<file path="config.mk">
export PLATFORM = sky130hd
export DESIGN_NAME = tx_desc_engine
export DESIGN_NICKNAME = d
export VERILOG_FILES = /design/src/core/tx_desc_mem_port.v /design/src/core/tx_desc_engine.v
export VERILOG_INCLUDE_DIRS = /design/src /design/src/common
export SDC_FILE = /design/constraint.sdc
export NUM_CORES = 1
export LEC_CHECK = 0
export ABC_AREA = 1
export BUFFER_PORTS_ARGS = -buffer_cell sky130_fd_sc_hd__buf_4
export CELL_PAD_IN_SITES_DETAIL_PLACEMENT = 1
export CELL_PAD_IN_SITES_GLOBAL_PLACEMENT = 2
export CORE_ASPECT_RATIO = 0.5
export CORE_UTILIZATION = 34
export CTS_BUF_LIST = sky130_fd_sc_hd__clkbuf_2 sky130_fd_sc_hd__clkbuf_4 sky130_fd_sc_hd__clkbuf_8
export CTS_CLUSTER_SIZE = 28
export DETAILED_ROUTE_END_ITERATION = 8
export GPL_TIMING_DRIVEN = 0
export PLACE_DENSITY = 0.85
export SYNTH_ARGS = -nofsm -noshare
export SYNTH_HDL_FRONTEND = slang
export SYNTH_HIERARCHICAL = 1
export SYNTH_SLANG_ARGS = --single-unit
</file>
<file path="constraint.sdc">
create_clock -name aclk -period 2.3 [get_ports aclk]
set_input_delay 0.46 -clock aclk [delete_from_list [all_inputs] [get_ports aclk]]
set_output_delay 0.46 -clock aclk [all_outputs]
set_load 0.01 [all_outputs]
</file>
<file path="src/common/tx_desc_defines.vh">
// Constants for the transmit descriptor engine: register map, descriptor fields and event codes.
`ifndef TX_DESC_DEFINES_VH
`define TX_DESC_DEFINES_VH
// ====================================================================
// Register byte offsets on the AXI4-Lite slave.
`define REG_CTRL_OFS 8'h00
`define REG_DESC_ADDR_OFS 8'h04
`define REG_STATUS_OFS 8'h08
`define REG_IRQ_STATUS_OFS 8'h0C
`define REG_IRQ_MASK_OFS 8'h10
`define REG_LAST_WORD0_OFS 8'h14
`define REG_LAST_WORD1_OFS 8'h18
`define REG_LAST_WORD2_OFS 8'h1C
`define REG_BYTES_SENT_OFS 8'h20
// ====================================================================
// Descriptor word zero fields.
`define DESC_VALID_BIT 31
`define DESC_LIST_END_BIT 30
`define FRAME_POS_HI_BIT 29
`define FRAME_POS_LO_BIT 28
`define FRAME_ERROR_BIT 27
`define TX_ABORT_BIT 8
`define EVENT_MSB 3
// ====================================================================
// Frame position codes.
`define FPOS_MIDDLE 2'h0
`define FPOS_END 2'h1
`define FPOS_START 2'h2
`define FPOS_SINGLE 2'h3
// ====================================================================
// Descriptor word one fields and word spacing.
`define BYTE_COUNT_MSB 31
`define BYTE_COUNT_LSB 16
`define DESC_WORD_STRIDE 32'h0000_0004
`define DESC_BYTES 32'h0000_000C
// ====================================================================
// Interrupt status bit positions.
`define IRQ_DONE_BIT 0
`define IRQ_ABORT_BIT 1
`define IRQ_HALT_BIT 2
`define IRQ_WIDTH 3
// ====================================================================
// Reset values.
`define CTRL_RESET 32'h0000_0000
`define MASK_RESET 3'h0
`endif

</file>
<file path="src/core/tx_desc_mem_port.v">
// Simple memory request sequencer that issues one word read or write and waits for its acknowledge.
`timescale 1ns/10ps
`default_nettype none
module tx_desc_mem_port
(
  input wire aclk,
  input wire aresetn,
  input wire clk_en,
  input wire start,
  input wire start_we,
  input wire [31:0] start_addr,
  input wire [31:0] start_wdata,
  output wire busy,
  output reg done_ff,
  output reg [31:0] rdata_ff,
  output reg mem_req_ff,
  output reg mem_we_ff,
  output reg [31:0] mem_addr_ff,
  output reg [31:0] mem_wdata_ff,
  input wire mem_ack,
  input wire [31:0] mem_rdata
);
  // ====================================================================
  // Request holds until acknowledged; done pulses one cycle with the data.
  assign busy = mem_req_ff;
  always @(posedge aclk)
  begin
    if (!aresetn)
    begin
      mem_req_ff <= 1'b0;
      mem_we_ff <= 1'b0;
      mem_addr_ff <= 32'h0000_0000;
      mem_wdata_ff <= 32'h0000_0000;
      rdata_ff <= 32'h0000_0000;
      done_ff <= 1'b0;
    end
    else if (clk_en)
    begin
      done_ff <= 1'b0;
      if (mem_req_ff && mem_ack)
      begin
        mem_req_ff <= 1'b0;
        done_ff <= 1'b1;
        rdata_ff <= mem_rdata;
      end
      else if (!mem_req_ff && start)
      begin
        mem_req_ff <= 1'b1;
        mem_we_ff <= start_we;
        mem_addr_ff <= start_addr;
        mem_wdata_ff <= start_wdata;
      end
    end
  end
endmodule
`default_nettype wire

</file>
<file path="src/core/tx_desc_engine.v">
// Transmit descriptor engine: fetches descriptors, streams buffers, writes status back.
//
// Overview of operation
// - Position 00 middle, 01 end, 10 start, 11 single.
// - Frame error set on abort or events.
// - Abort bit set whenever any event set.
// - Status bits 3..0 mirror the four events.
// - Aborted frames count as partially sent.
// - Word one high half gives byte count.
// - Word one low half always zero.
// - Engine clears valid bit after transfer.
// - Write-back clears valid, stores status.
//
// Our own choices: the AXI4-Lite interface to the registers and the register offsets.
`timescale 1ns/10ps
`default_nettype none
`include "tx_desc_defines.vh"
module tx_desc_engine
(
  input wire aclk,
  input wire aresetn,
  input wire clk_en,
  input wire [7:0] s_axi_awaddr,
  input wire s_axi_awvalid,
  output wire s_axi_awready,
  input wire [31:0] s_axi_wdata,
  input wire [3:0] s_axi_wstrb,
  input wire s_axi_wvalid,
  output wire s_axi_wready,
  output wire [1:0] s_axi_bresp,
  output wire s_axi_bvalid,
  input wire s_axi_bready,
  input wire [7:0] s_axi_araddr,
  input wire s_axi_arvalid,
  output wire s_axi_arready,
  output wire [31:0] s_axi_rdata,
  output wire [1:0] s_axi_rresp,
  output wire s_axi_rvalid,
  input wire s_axi_rready,
  output wire mem_req,
  output wire mem_we,
  output wire [31:0] mem_addr,
  output wire [31:0] mem_wdata,
  input wire mem_ack,
  input wire [31:0] mem_rdata,
  output reg tx_valid_ff,
  output reg [31:0] tx_data_ff,
  output reg [2:0] tx_last_bytes_ff,
  output reg tx_sof_ff,
  output reg tx_eof_ff,
  input wire tx_ready,
  input wire tx_done,
  input wire [3:0] tx_events,
  output wire irq
);
  // ====================================================================
  // States, one-hot.
  localparam [6:0] ST_IDLE = 7'h01;
  localparam [6:0] ST_FETCH = 7'h02;
  localparam [6:0] ST_CHECK = 7'h04;
  localparam [6:0] ST_DATA = 7'h08;
  localparam [6:0] ST_SEND = 7'h10;
  localparam [6:0] ST_WAIT = 7'h20;
  localparam [6:0] ST_WBACK = 7'h40;

  reg [6:0] state_ff;
  reg [1:0] word_idx_ff;
  reg [31:0] word0_ff;
  reg [31:0] word1_ff;
  reg [31:0] word2_ff;
  reg [31:0] desc_addr_ff;
  reg [31:0] list_base_ff;
  reg [15:0] remain_ff;
  reg [31:0] buf_ptr_ff;
  reg [3:0] events_ff;
  reg [31:0] bytes_sent_ff;
  reg run_ff;
  reg partial_ff;
  reg [`IRQ_WIDTH-1:0] irq_status_ff;
  reg [`IRQ_WIDTH-1:0] irq_mask_ff;
  reg [`IRQ_WIDTH-1:0] irq_set;
  reg mp_start;
  reg mp_we;
  reg [31:0] mp_addr;
  reg [31:0] mp_wdata;
  wire mp_busy;
  wire mp_done;
  wire [31:0] mp_rdata;
  wire [1:0] frame_pos;
  wire pos_starts;
  wire pos_ends;
  wire [3:0] event_bits;
  wire abort_bit;
  wire [31:0] wb_word0;

  // ====================================================================
  // Memory port.
  tx_desc_mem_port u_mem
  (
    .aclk(aclk),
    .aresetn(aresetn),
    .clk_en(clk_en),
    .start(mp_start),
    .start_we(mp_we),
    .start_addr(mp_addr),
    .start_wdata(mp_wdata),
    .busy(mp_busy),
    .done_ff(mp_done),
    .rdata_ff(mp_rdata),
    .mem_req_ff(mem_req),
    .mem_we_ff(mem_we),
    .mem_addr_ff(mem_addr),
    .mem_wdata_ff(mem_wdata),
    .mem_ack(mem_ack),
    .mem_rdata(mem_rdata)
  );

  // ====================================================================
  // Frame position decode: bit 1 marks a start, bit 0 marks an end.
  assign frame_pos = word0_ff[`FRAME_POS_HI_BIT:`FRAME_POS_LO_BIT];
  assign pos_starts = (frame_pos == `FPOS_START) || (frame_pos == `FPOS_SINGLE);
  assign pos_ends = (frame_pos == `FPOS_END) || (frame_pos == `FPOS_SINGLE);

  // Status word built for write-back; reserved positions always zero.
  assign event_bits = events_ff;
  assign abort_bit = |event_bits;
  assign wb_word0 = {1'b0, word0_ff[`DESC_LIST_END_BIT:`FRAME_POS_LO_BIT],
                     abort_bit | (|event_bits), 18'h0_0000, abort_bit, 4'h0, event_bits};

  // ====================================================================
  // Request to the memory port, chosen by state.
  always @*
  begin
    mp_start = 1'b0;
    mp_we = 1'b0;
    mp_addr = desc_addr_ff;
    mp_wdata = 32'h0000_0000;
    case (state_ff)
      ST_FETCH:
      begin
        mp_start = !mp_busy && !mp_done;
        mp_addr = desc_addr_ff + {28'h000_0000, word_idx_ff, 2'b00};
      end
      ST_DATA:
      begin
        mp_start = !mp_busy && !mp_done && !tx_valid_ff && !partial_ff;
        mp_addr = {buf_ptr_ff[31:2], 2'b00}; // Low bits dropped since buffers are longword aligned.
      end
      ST_WBACK:
      begin
        mp_start = !mp_busy && !mp_done;
        mp_we = 1'b1;
        mp_wdata = wb_word0;
      end
      default:
      begin
        mp_start = 1'b0;
      end
    endcase
  end

  // ====================================================================
  // Descriptor sequencer.
  always @(posedge aclk)
  begin
    if (!aresetn)
    begin
      state_ff <= ST_IDLE;
      word_idx_ff <= 2'h0;
      word0_ff <= 32'h0000_0000;
      word1_ff <= 32'h0000_0000;
      word2_ff <= 32'h0000_0000;
      desc_addr_ff <= 32'h0000_0000;
      remain_ff <= 16'h0000;
      buf_ptr_ff <= 32'h0000_0000;
      events_ff <= 4'h0;
      bytes_sent_ff <= 32'h0000_0000;
      partial_ff <= 1'b0;
      tx_valid_ff <= 1'b0;
      tx_data_ff <= 32'h0000_0000;
      tx_last_bytes_ff <= 3'h0;
      tx_sof_ff <= 1'b0;
      tx_eof_ff <= 1'b0;
    end
    else if (clk_en)
    begin
      if (tx_valid_ff && tx_ready)
        tx_valid_ff <= 1'b0;
      case (state_ff)
        ST_IDLE:
        begin
          if (run_ff)
          begin
            desc_addr_ff <= list_base_ff;
            word_idx_ff <= 2'h0;
            state_ff <= ST_FETCH;
          end
        end
        ST_FETCH:
        begin
          if (mp_done)
          begin
            word_idx_ff <= word_idx_ff + 2'h1;
            if (word_idx_ff == 2'h0)
              word0_ff <= mp_rdata;
            else if (word_idx_ff == 2'h1)
              word1_ff <= {mp_rdata[`BYTE_COUNT_MSB:`BYTE_COUNT_LSB], 16'h0000};
            else
            begin
              word2_ff <= mp_rdata;
              state_ff <= ST_CHECK;
            end
          end
        end
        ST_CHECK:
        begin
          // An invalid descriptor halts the engine without write-back.
          if (!word0_ff[`DESC_VALID_BIT])
            state_ff <= ST_IDLE;
          else
          begin
            remain_ff <= word1_ff[`BYTE_COUNT_MSB:`BYTE_COUNT_LSB];
            buf_ptr_ff <= word2_ff;
            if (pos_starts)
            begin
              events_ff <= 4'h0;
              partial_ff <= 1'b0;
            end
            tx_sof_ff <= pos_starts;
            state_ff <= (word1_ff[`BYTE_COUNT_MSB:`BYTE_COUNT_LSB] == 16'h0000) ? ST_WAIT : ST_DATA;
          end
        end
        ST_DATA:
        begin
          // Once an abort is seen the rest of the buffer is skipped, but only after a read in flight
          // has returned, so that its answer is never mistaken for the write-back acknowledge.
          if (partial_ff && !mp_busy)
            state_ff <= ST_WAIT;
          else if (mp_done)
          begin
            tx_data_ff <= mp_rdata;
            tx_valid_ff <= 1'b1;
            tx_last_bytes_ff <= (remain_ff > 16'h0004) ? 3'h4 : remain_ff[2:0];
            tx_eof_ff <= pos_ends && (remain_ff <= 16'h0004);
            state_ff <= ST_SEND;
          end
        end
        ST_SEND:
        begin
          if (tx_valid_ff && tx_ready)
          begin
            tx_sof_ff <= 1'b0;
            buf_ptr_ff <= buf_ptr_ff + `DESC_WORD_STRIDE;
            if (remain_ff <= 16'h0004)
            begin
              bytes_sent_ff <= bytes_sent_ff + {16'h0000, remain_ff};
              remain_ff <= 16'h0000;
              state_ff <= ST_WAIT;
            end
            else
            begin
              bytes_sent_ff <= bytes_sent_ff + 32'h0000_0004;
              remain_ff <= remain_ff - 16'h0004;
              state_ff <= ST_DATA;
            end
          end
        end
        ST_WAIT:
        begin
          // Start and middle pieces, and frame ends already aborted, write back at once; other frame ends wait for the MAC result.
          if (!pos_ends || partial_ff)
            state_ff <= ST_WBACK;
          else if (tx_done)
          begin
            events_ff <= tx_events;
            partial_ff <= |tx_events;
            state_ff <= ST_WBACK;
          end
        end
        ST_WBACK:
        begin
          if (mp_done)
          begin
            word_idx_ff <= 2'h0;
            desc_addr_ff <= word0_ff[`DESC_LIST_END_BIT] ? list_base_ff : desc_addr_ff + `DESC_BYTES;
            state_ff <= run_ff ? ST_FETCH : ST_IDLE;
          end
        end
        default:
        begin
          state_ff <= ST_IDLE;
        end
      endcase
      if (tx_done && (state_ff != ST_WAIT) && (|tx_events))
      begin
        events_ff <= events_ff | tx_events;
        partial_ff <= 1'b1;
      end
    end
  end

  // ====================================================================
  // Interrupt events: completed frame, aborted frame, halt on invalid.
  always @*
  begin
    irq_set = {`IRQ_WIDTH{1'b0}};
    irq_set[`IRQ_DONE_BIT] = (state_ff == ST_WBACK) && mp_done && pos_ends && !partial_ff;
    irq_set[`IRQ_ABORT_BIT] = (state_ff == ST_WBACK) && mp_done && partial_ff;
    irq_set[`IRQ_HALT_BIT] = (state_ff == ST_CHECK) && !word0_ff[`DESC_VALID_BIT];
  end
  assign irq = |(irq_status_ff & irq_mask_ff);

  // ====================================================================
  // AXI4-Lite slave, one write and one read outstanding.
  reg aw_got_ff;
  reg w_got_ff;
  reg [7:0] aw_addr_ff;
  reg [31:0] w_data_ff;
  reg [3:0] w_strb_ff;
  reg bvalid_ff;
  reg [1:0] bresp_ff;
  reg rvalid_ff;
  reg [31:0] rdata_ff;
  reg [1:0] rresp_ff;
  reg [31:0] rd_mux;
  reg rd_hit;
  wire wr_fire;
  wire [31:0] wmask;
  wire [31:0] ctrl_word;

  assign s_axi_awready = !aw_got_ff && !bvalid_ff;
  assign s_axi_wready = !w_got_ff && !bvalid_ff;
  assign s_axi_bvalid = bvalid_ff;
  assign s_axi_bresp = bresp_ff;
  assign s_axi_arready = !rvalid_ff;
  assign s_axi_rvalid = rvalid_ff;
  assign s_axi_rdata = rdata_ff;
  assign s_axi_rresp = rresp_ff;
  assign wr_fire = aw_got_ff && w_got_ff && !bvalid_ff;
  assign wmask = {{8{w_strb_ff[3]}}, {8{w_strb_ff[2]}}, {8{w_strb_ff[1]}}, {8{w_strb_ff[0]}}};
  assign ctrl_word = {31'h0000_0000, run_ff};

  // Read decode; unmapped offsets answer SLVERR with zero data.
  always @*
  begin
    rd_hit = 1'b1;
    case (s_axi_araddr)
      `REG_CTRL_OFS: rd_mux = ctrl_word;
      `REG_DESC_ADDR_OFS: rd_mux = list_base_ff;
      `REG_STATUS_OFS: rd_mux = {25'h000_0000, state_ff};
      `REG_IRQ_STATUS_OFS: rd_mux = {29'h0000_0000, irq_status_ff};
      `REG_IRQ_MASK_OFS: rd_mux = {29'h0000_0000, irq_mask_ff};
      `REG_LAST_WORD0_OFS: rd_mux = word0_ff;
      `REG_LAST_WORD1_OFS: rd_mux = word1_ff;
      `REG_LAST_WORD2_OFS: rd_mux = word2_ff;
      `REG_BYTES_SENT_OFS: rd_mux = bytes_sent_ff;
      default:
      begin
        rd_mux = 32'h0000_0000;
        rd_hit = 1'b0;
      end
    endcase
  end

  // Bus state and writable registers; a new event beats a clearing write.
  always @(posedge aclk)
  begin
    if (!aresetn)
    begin
      aw_got_ff <= 1'b0;
      w_got_ff <= 1'b0;
      aw_addr_ff <= 8'h00;
      w_data_ff <= 32'h0000_0000;
      w_strb_ff <= 4'h0;
      bvalid_ff <= 1'b0;
      bresp_ff <= 2'h0;
      rvalid_ff <= 1'b0;
      rdata_ff <= 32'h0000_0000;
      rresp_ff <= 2'h0;
      run_ff <= 1'b0;
      list_base_ff <= 32'h0000_0000;
      irq_status_ff <= {`IRQ_WIDTH{1'b0}};
      irq_mask_ff <= `MASK_RESET;
    end
    else if (clk_en)
    begin
      if (s_axi_awvalid && s_axi_awready)
      begin
        aw_got_ff <= 1'b1;
        aw_addr_ff <= s_axi_awaddr;
      end
      if (s_axi_wvalid && s_axi_wready)
      begin
        w_got_ff <= 1'b1;
        w_data_ff <= s_axi_wdata;
        w_strb_ff <= s_axi_wstrb;
      end
      if (bvalid_ff && s_axi_bready)
        bvalid_ff <= 1'b0;
      if (s_axi_arvalid && s_axi_arready)
      begin
        rvalid_ff <= 1'b1;
        rdata_ff <= rd_mux;
        rresp_ff <= rd_hit ? 2'h0 : 2'h2;
      end
      else if (rvalid_ff && s_axi_rready)
        rvalid_ff <= 1'b0;
      if (state_ff == ST_CHECK && !word0_ff[`DESC_VALID_BIT])
        run_ff <= 1'b0;
      irq_status_ff <= irq_status_ff | irq_set;
      if (wr_fire)
      begin
        aw_got_ff <= 1'b0;
        w_got_ff <= 1'b0;
        bvalid_ff <= 1'b1;
        bresp_ff <= 2'h0;
        case (aw_addr_ff)
          `REG_CTRL_OFS: if (w_strb_ff[0]) run_ff <= w_data_ff[0];
          `REG_DESC_ADDR_OFS: list_base_ff <= (list_base_ff & ~wmask) | (w_data_ff & wmask);
          `REG_IRQ_STATUS_OFS: irq_status_ff <= (irq_status_ff & ~(w_data_ff[`IRQ_WIDTH-1:0] & wmask[`IRQ_WIDTH-1:0]))
                                                | irq_set;
          `REG_IRQ_MASK_OFS: if (w_strb_ff[0]) irq_mask_ff <= w_data_ff[`IRQ_WIDTH-1:0];
          `REG_STATUS_OFS, `REG_LAST_WORD0_OFS, `REG_LAST_WORD1_OFS, `REG_LAST_WORD2_OFS, `REG_BYTES_SENT_OFS:
            bresp_ff <= 2'h0;
          default: bresp_ff <= 2'h2;
        endcase
      end
    end
  end
endmodule
`default_nettype wire

</file>
======== Yosys cells after proc, flatten, opt, wreduce, memory -nomap -nowiden ========
Cells that the tools add are included.
word-level totals
  register bits after elaboration ......... 466
  input bits .............................. 99
  output and inout port bits .............. 146
cells by class
  $add $sub $neg .......................... 7
  magnitude comparators ................... 2
  equality and inequality tests ........... 41
  mux-type cells .......................... 76
  bitwise gates (word level) .............. 15
  reductions and logical operators ........ 79
operators with widths
  operator                                                                number
  32-bit case mux with 9 select lines                                     1
  32-bit 2-to-1 mux                                                       6
  32-bit case mux with 2 select lines                                     3
  7-bit 2-to-1 mux                                                        10
  32-bit by 3-bit adder with 32-bit output (second input constant)        2
  32-bit bitwise AND                                                      2
  8-bit by 5-bit equality test with 1-bit output (second input constant)  8
  7-bit case mux with 7 select lines                                      1
  16-bit 2-to-1 mux                                                       3
  32-bit by 16-bit adder with 32-bit output                               1
  32-bit by 4-bit adder with 32-bit output                                1
  32-bit by 4-bit adder with 32-bit output (second input constant)        1
  8-bit by 4-bit equality test with 1-bit output (second input constant)  4
  32-bit NOT                                                              1
  32-bit bitwise OR                                                       1
  16-bit case mux with 2 select lines                                     1
  31-bit 2-to-1 mux                                                       1
  1-bit 2-to-1 mux                                                        28
  1-bit logical AND                                                       24
  4-bit 2-to-1 mux                                                        5
  2-bit AND reduction                                                     10
  4-bit AND reduction                                                     5
  6-bit 2-to-1 mux                                                        3
  9-bit OR reduction                                                      2
  44 further kinds                                                        96

======== Logic depth before layout (Yosys ltp) ========
  depth in word-level cells ............... 8
  mapped depth ............................ 14
  mapped depth without buffers ............ 14

======== Hierarchy ========
The synthesis kept the hierarchy.
modules (own cells, without submodules)
  module            instances  cells each  area each (µm²)  seq. area each (µm²)
  tx_desc_engine    1          3,014       19,701.4         7,267.0
  tx_desc_mem_port  1          626         4,036.4          1,981.9

======== Worst setup path after synthesis ========
OpenSTA, ideal clock, no wires.
  kind .................................... reg2reg
  start ................................... register word_idx_ff[0]
  end ..................................... register u_mem.mem_addr_ff[14]
  setup time .............................. 0.113 ns
  data arrival time ....................... 1.877 ns
  data required time ...................... 2.187 ns
  setup slack ............................. 0.311 ns
  cell stages (with the launch flop) ...... 14
  buffers on the path ..................... 0
  clock period less this slack ............ 1.989 ns
  path through ............................ dfxtp_1 > ha_1 > fa_1 > inv_1 > nor2_1 > inv_1 > nor2_1 > nand2_1 > inv_1 > nand2_1 > o211ai_1 > o221ai_1 > nor2_1 > nor2_1
on the way
  cells in the longest elaborated chain, start to end .. 2
ends and longest elaborated chain
  element                                   line                   text
  start, declared                           tx_desc_engine.v:67    reg [1:0] word_idx_ff;
  start signal, assigned                    tx_desc_engine.v:203   word_idx_ff <= word_idx_ff + 2'h1;
  32-bit by 4-bit adder with 32-bit output  tx_desc_engine.v:142   mp_addr = desc_addr_ff + {28'h000_0000, word_idx_ff, 2'b00};
  32-bit case mux with 2 select lines       tx_desc_engine.v:138   case (state_ff)
  via mp_addr[14]                           tx_desc_engine.v:84    reg [31:0] mp_addr;
  end signal, assigned                      tx_desc_mem_port.v:50  mem_addr_ff <= start_addr;
  end, declared                             tx_desc_mem_port.v:18  output reg [31:0] mem_addr_ff,
The timed path passes the listed nets, and every way through them passes these cells.
A chain may end at the register's enable or synchronous reset.

======== Final worst setup path ========
  start ................................... input port clk_en
  end ..................................... register tx_data_ff[12]
on the way
  cells in the longest elaborated chain, start to end .. 1
ends and longest elaborated chain
  element                               line                  text
  start, declared                       tx_desc_engine.v:22   input wire clk_en,
  4-bit AND reduction (no source line)  -
  end signal, assigned                  tx_desc_engine.v:241  tx_data_ff <= mp_rdata;
  end, declared                         tx_desc_engine.v:47   output reg [31:0] tx_data_ff,
Every way passes these cells.

==> flow_summary.toml <==
[outcome]
status = "complete, but fails checks"
violations = "setup timing"

[placed_design]
gp_congestion = 1.01
post_dp_cell_area_sq_um = 26800
portBuffers = 241
dp_hpwl_um = 88000

[critical_path]
slowest_stage = "dlygate4sd3_1"
slowest_delay_ps = 540
crit_path_cell_trace = "dlygate4sd3_1 -> buf_4 -> clkbuf_4 -> nand2_1 -> inv_1 -> nand2_1 -> buf_2 -> buf_2 -> nand2_1 -> a21oi_1"
required_ps = 2950
cp-end-kind = "register"
cp.arrival_ps = 2950
rrSetupSlack_ps = 80
critPathTopFamily = "buffers and inverters"
worstSetupPathType = "input pin to register"
startpoint_type = "input pin"
crit_buf_inv = 6
crit_top_cell = "nand2_1"
critPathMaxFanout = 10

[sta]
hold_violations = 0
relSlewSlack_pct = 14.3
layout_setup_ws_ps = -0.992
setup_viol = 1
min_period_over_period_pct = 100
skew_ps = 36.2
worst_hold_slack_ps = 69.6
fmax_ghz = 0.435
rsz0062_at_grt = "true"
drv_slew = 0
fin_crit_ps = 2300
worst_pin_slew_ps = 1290

[clock_network]
clkTransAtPathRegs_ps = 70
numCtsBuffers = 74
clkSinkCount = 462
clk_latency_ps = 760
cts_tree = "done"
clk_root_buffer_cell = "clkbuf_8"
h-tree-depth = 3
clk_path_buf_depth = 3

[drt]
final_antenna_net_count = 0
drtIter0Drc = 2255
wl_met3_um = 9150
wl_met2_um = 48900
vias_per_cell = 5.28
wirelength_um = 112000
first_pass_iters = 5
top_layer = "met5"
vias = 26900
drc = 0
routedWlPerCell_um = 22.1
wl_met1_um = 50700

[final_layout]
final_util_pct = 43.1
nFillCells = 9009
drive_gt1_share_pct = 14.2
area_delta_synth_final_pct = 25.2
nets = 4205
final_cell_area_sq_um = 29700

[die]
dieArea_sq_um = 70900
io-pin-count = 245
core-area_sq_um = 69000
die_h_um = 189
num_rows = 68
start_util_pct = 34.4
fp.dieW_um = 376

[logic_synthesis]
synth.avg_cell_area_sq_um = 6.52
synth_ff_type = "dfxtp_1"
synth_largest_area_cell = "dfxtp_1"
synth_area_sq_um = 23700
ys_ff_latch = 462
syn_inst = 3640
synth-edff-count = 0
yosysSeqAreaShare_pct = 39.0
async_reset_ff_share_pct = 0
synth_top_area_share_pct = 39.0
synth.distinct_cells = 50
yosysWarnings = 6
synth.area.top_cells = "dfxtp_1 39%, nand2_1 13%, nor2_1 8.1%, a21oi_1 7.7%, inv_1 6.6%"

[global_routing]
globalRoute.totalOverflow = 0
grt_pass1_vias = 26500
grt_pass1_wl_um = 165000
grt_max_degree = 12
antenna_found_initial = 12
grt_usage_pct = 31.0

[power]
power_density_nw_per_um2 = 708
seqPwrFrac_pct = 41.8
p_switching_w = 0.00702
p_int_w = 0.0140
swShare_pct = 33.4
peakVddDrop_mv = 0.306
power.share.clock_pct = 37.7
p_leak_nw = 12.5
combPwrFrac_pct = 20.6
p_total_w = 0.0210

[job]
max_cap_violations = 0

[worst_hold_path]
hp-class = "input pin to register"
## path summary, 6_finish.rpt
kind | cells past startpoint | endpoint | start
hold reg to reg | 2 | word2_ff[1] | word2_ff[1]
setup reg to reg | 8 | buf_ptr_ff[26] | state_ff[2]
setup / recovery | 10 | tx_data_ff[12] | clk_en
hold / removal | 3 | w_data_ff[28] | s_axi_wdata[28]
## cell type report
class	count	area (sq um)	area share (%)
multi-input combinational	2587	12300	41.6
antenna	9	22.5	0.0758
sequential	462	9260	31.2
buffer	184	935	3.15
timing repair buffer	339	2750	9.27
clock buffer	119	1470	4.94
inverter	431	1620	5.46
tap	945	1180	3.98
clock inverter	11	115	0.387
## logic make-up after synthesis
family	Yosys count	synth area share, %
AND/OR/NAND/NOR	1706	29.7
adder cells (fa/ha/maj)	27	1.49
multiplexers	1	0.0474
AO/OA/AOI/OAI	784	17.7
other	1	0.0158
buffers and inverters	615	10.5
XOR/XNOR	44	1.62
flip-flops	462	39.0
## power groups by stage
| stage | Combinational (W) | Clock, W | Sequential [W] |
|---|---|---|---|
| after floorplan | 0.00241 | 0 | 0.00886 |
| after global placement | 0.00383 | 0 | 0.00892 |
| after detailed placement | 0.00390 | 0 | 0.00893 |
| after CTS | 0.00413 | 0.00805 | 0.00876 |
| after global routing | 0.00470 | 0.00845 | 0.00882 |
| final | 0.00433 | 0.00792 | 0.00878 |
## layer usage
| layer | GRT usage [%] | up-vias |
|---|---|---|
| met3 | 7.40 | 200 |
| met5 | 0 | - |
| met1 | 42.5 | 13200 |
| met4 | 11.2 | 4 |
| met2 | 47.3 | 895 |
| li1 | - | 12600 |
## worst reg2reg max path, stage by stage, from the launching register on
cell	delay (ps)
dfxtp_1	400
nor2_4	210
nand2_2	120
nor2_4	120
buf_6	180
clkbuf_1	580
nand3_1	270
nand3_1	130
a21oi_1	60
## flip-flops by register name (all words and copies together) (netlist names), 4 cells and up, named ones only
register / flops
tx_data_ff: 32
desc_addr_ff: 32
w_data_ff: 32
word0_ff: 32
remain_ff: 16
u_mem/rdata_ff: 32
word2_ff: 32
w_strb_ff: 4
bytes_sent_ff: 32
word1_ff: 16
event_bits: 4
aw_addr_ff: 8
u_mem/mem_wdata_ff: 32
s_axi_rdata: 32
u_mem/mem_addr_ff: 32
state_ff: 7
buf_ptr_ff: 30
## cells in the final DEF, fill, tap and decap left out, drive strengths merged, types with 9 or more instances in the layout
| cell type | Yosys | layout |
|---|---|---|
| o211ai | 32 | 32 |
| nor3 | 50 | 50 |
| buf | 87 | 346 |
| conb | 1 | 25 |
| dlygate4sd3 | 0 | 74 |
| o221ai | 29 | 29 |
| nor2 | 520 | 520 |
| dfxtp | 462 | 462 |
| diode | 0 | 9 |
| nand2 | 855 | 855 |
| nand4 | 34 | 34 |
| ha | 25 | 25 |
| a21oi | 366 | 366 |
| o22ai | 31 | 31 |
| clkbuf | 97 | 222 |
| xor2 | 38 | 38 |
| inv | 430 | 434 |
| nand3 | 228 | 228 |
| a211oi | 9 | 9 |
| o21ai | 306 | 306 |
## repair_timing
| action | 4_1_cts | 5_1_grt |
|---|---|---|
| setup buffers | 11 | 12 |
| hold buffers | 74 | 0 |
| cloned | 1 | 0 |
| endpoints found under the setup margin | 140 | 173 |
| pin swaps | 4 | 6 |
| endpoints found under the hold margin | 74 | 0 |
| resized for setup | 41 | 63 |
## Yosys cell counts, types with 6 or more instances
library cell  number
inv_1            418
a31oi_1            6
a21oi_1          366
nand2_2            7
nand4_1           33
buf_2             59
inv_2             12
xor2_1            38
buf_1              7
xnor2_1            6
o21ai_0          292
o22ai_1           31
nand2_1          848
nor3_1            42
buf_4             16
o21ai_1           13
nand3_1          226
nor2_1           511
a211oi_1           9
clkbuf_1          96
ha_1              25
dfxtp_1          462
nor4_1             7
o221ai_1          29
o211ai_1          32
## per-stage QoR
stage               worst slack, ps  instances  TNS (ps)
floorplan                       311       3664         0
global placement               -882       4850   -107510
detailed placement             -837       4850   -119840
CTS                            6.70       5066         0
global route                  -23.2       5082     -89.3
finish                       -0.992       5087    -0.992
Note: power is estimated with default switching activity, not from simulation.
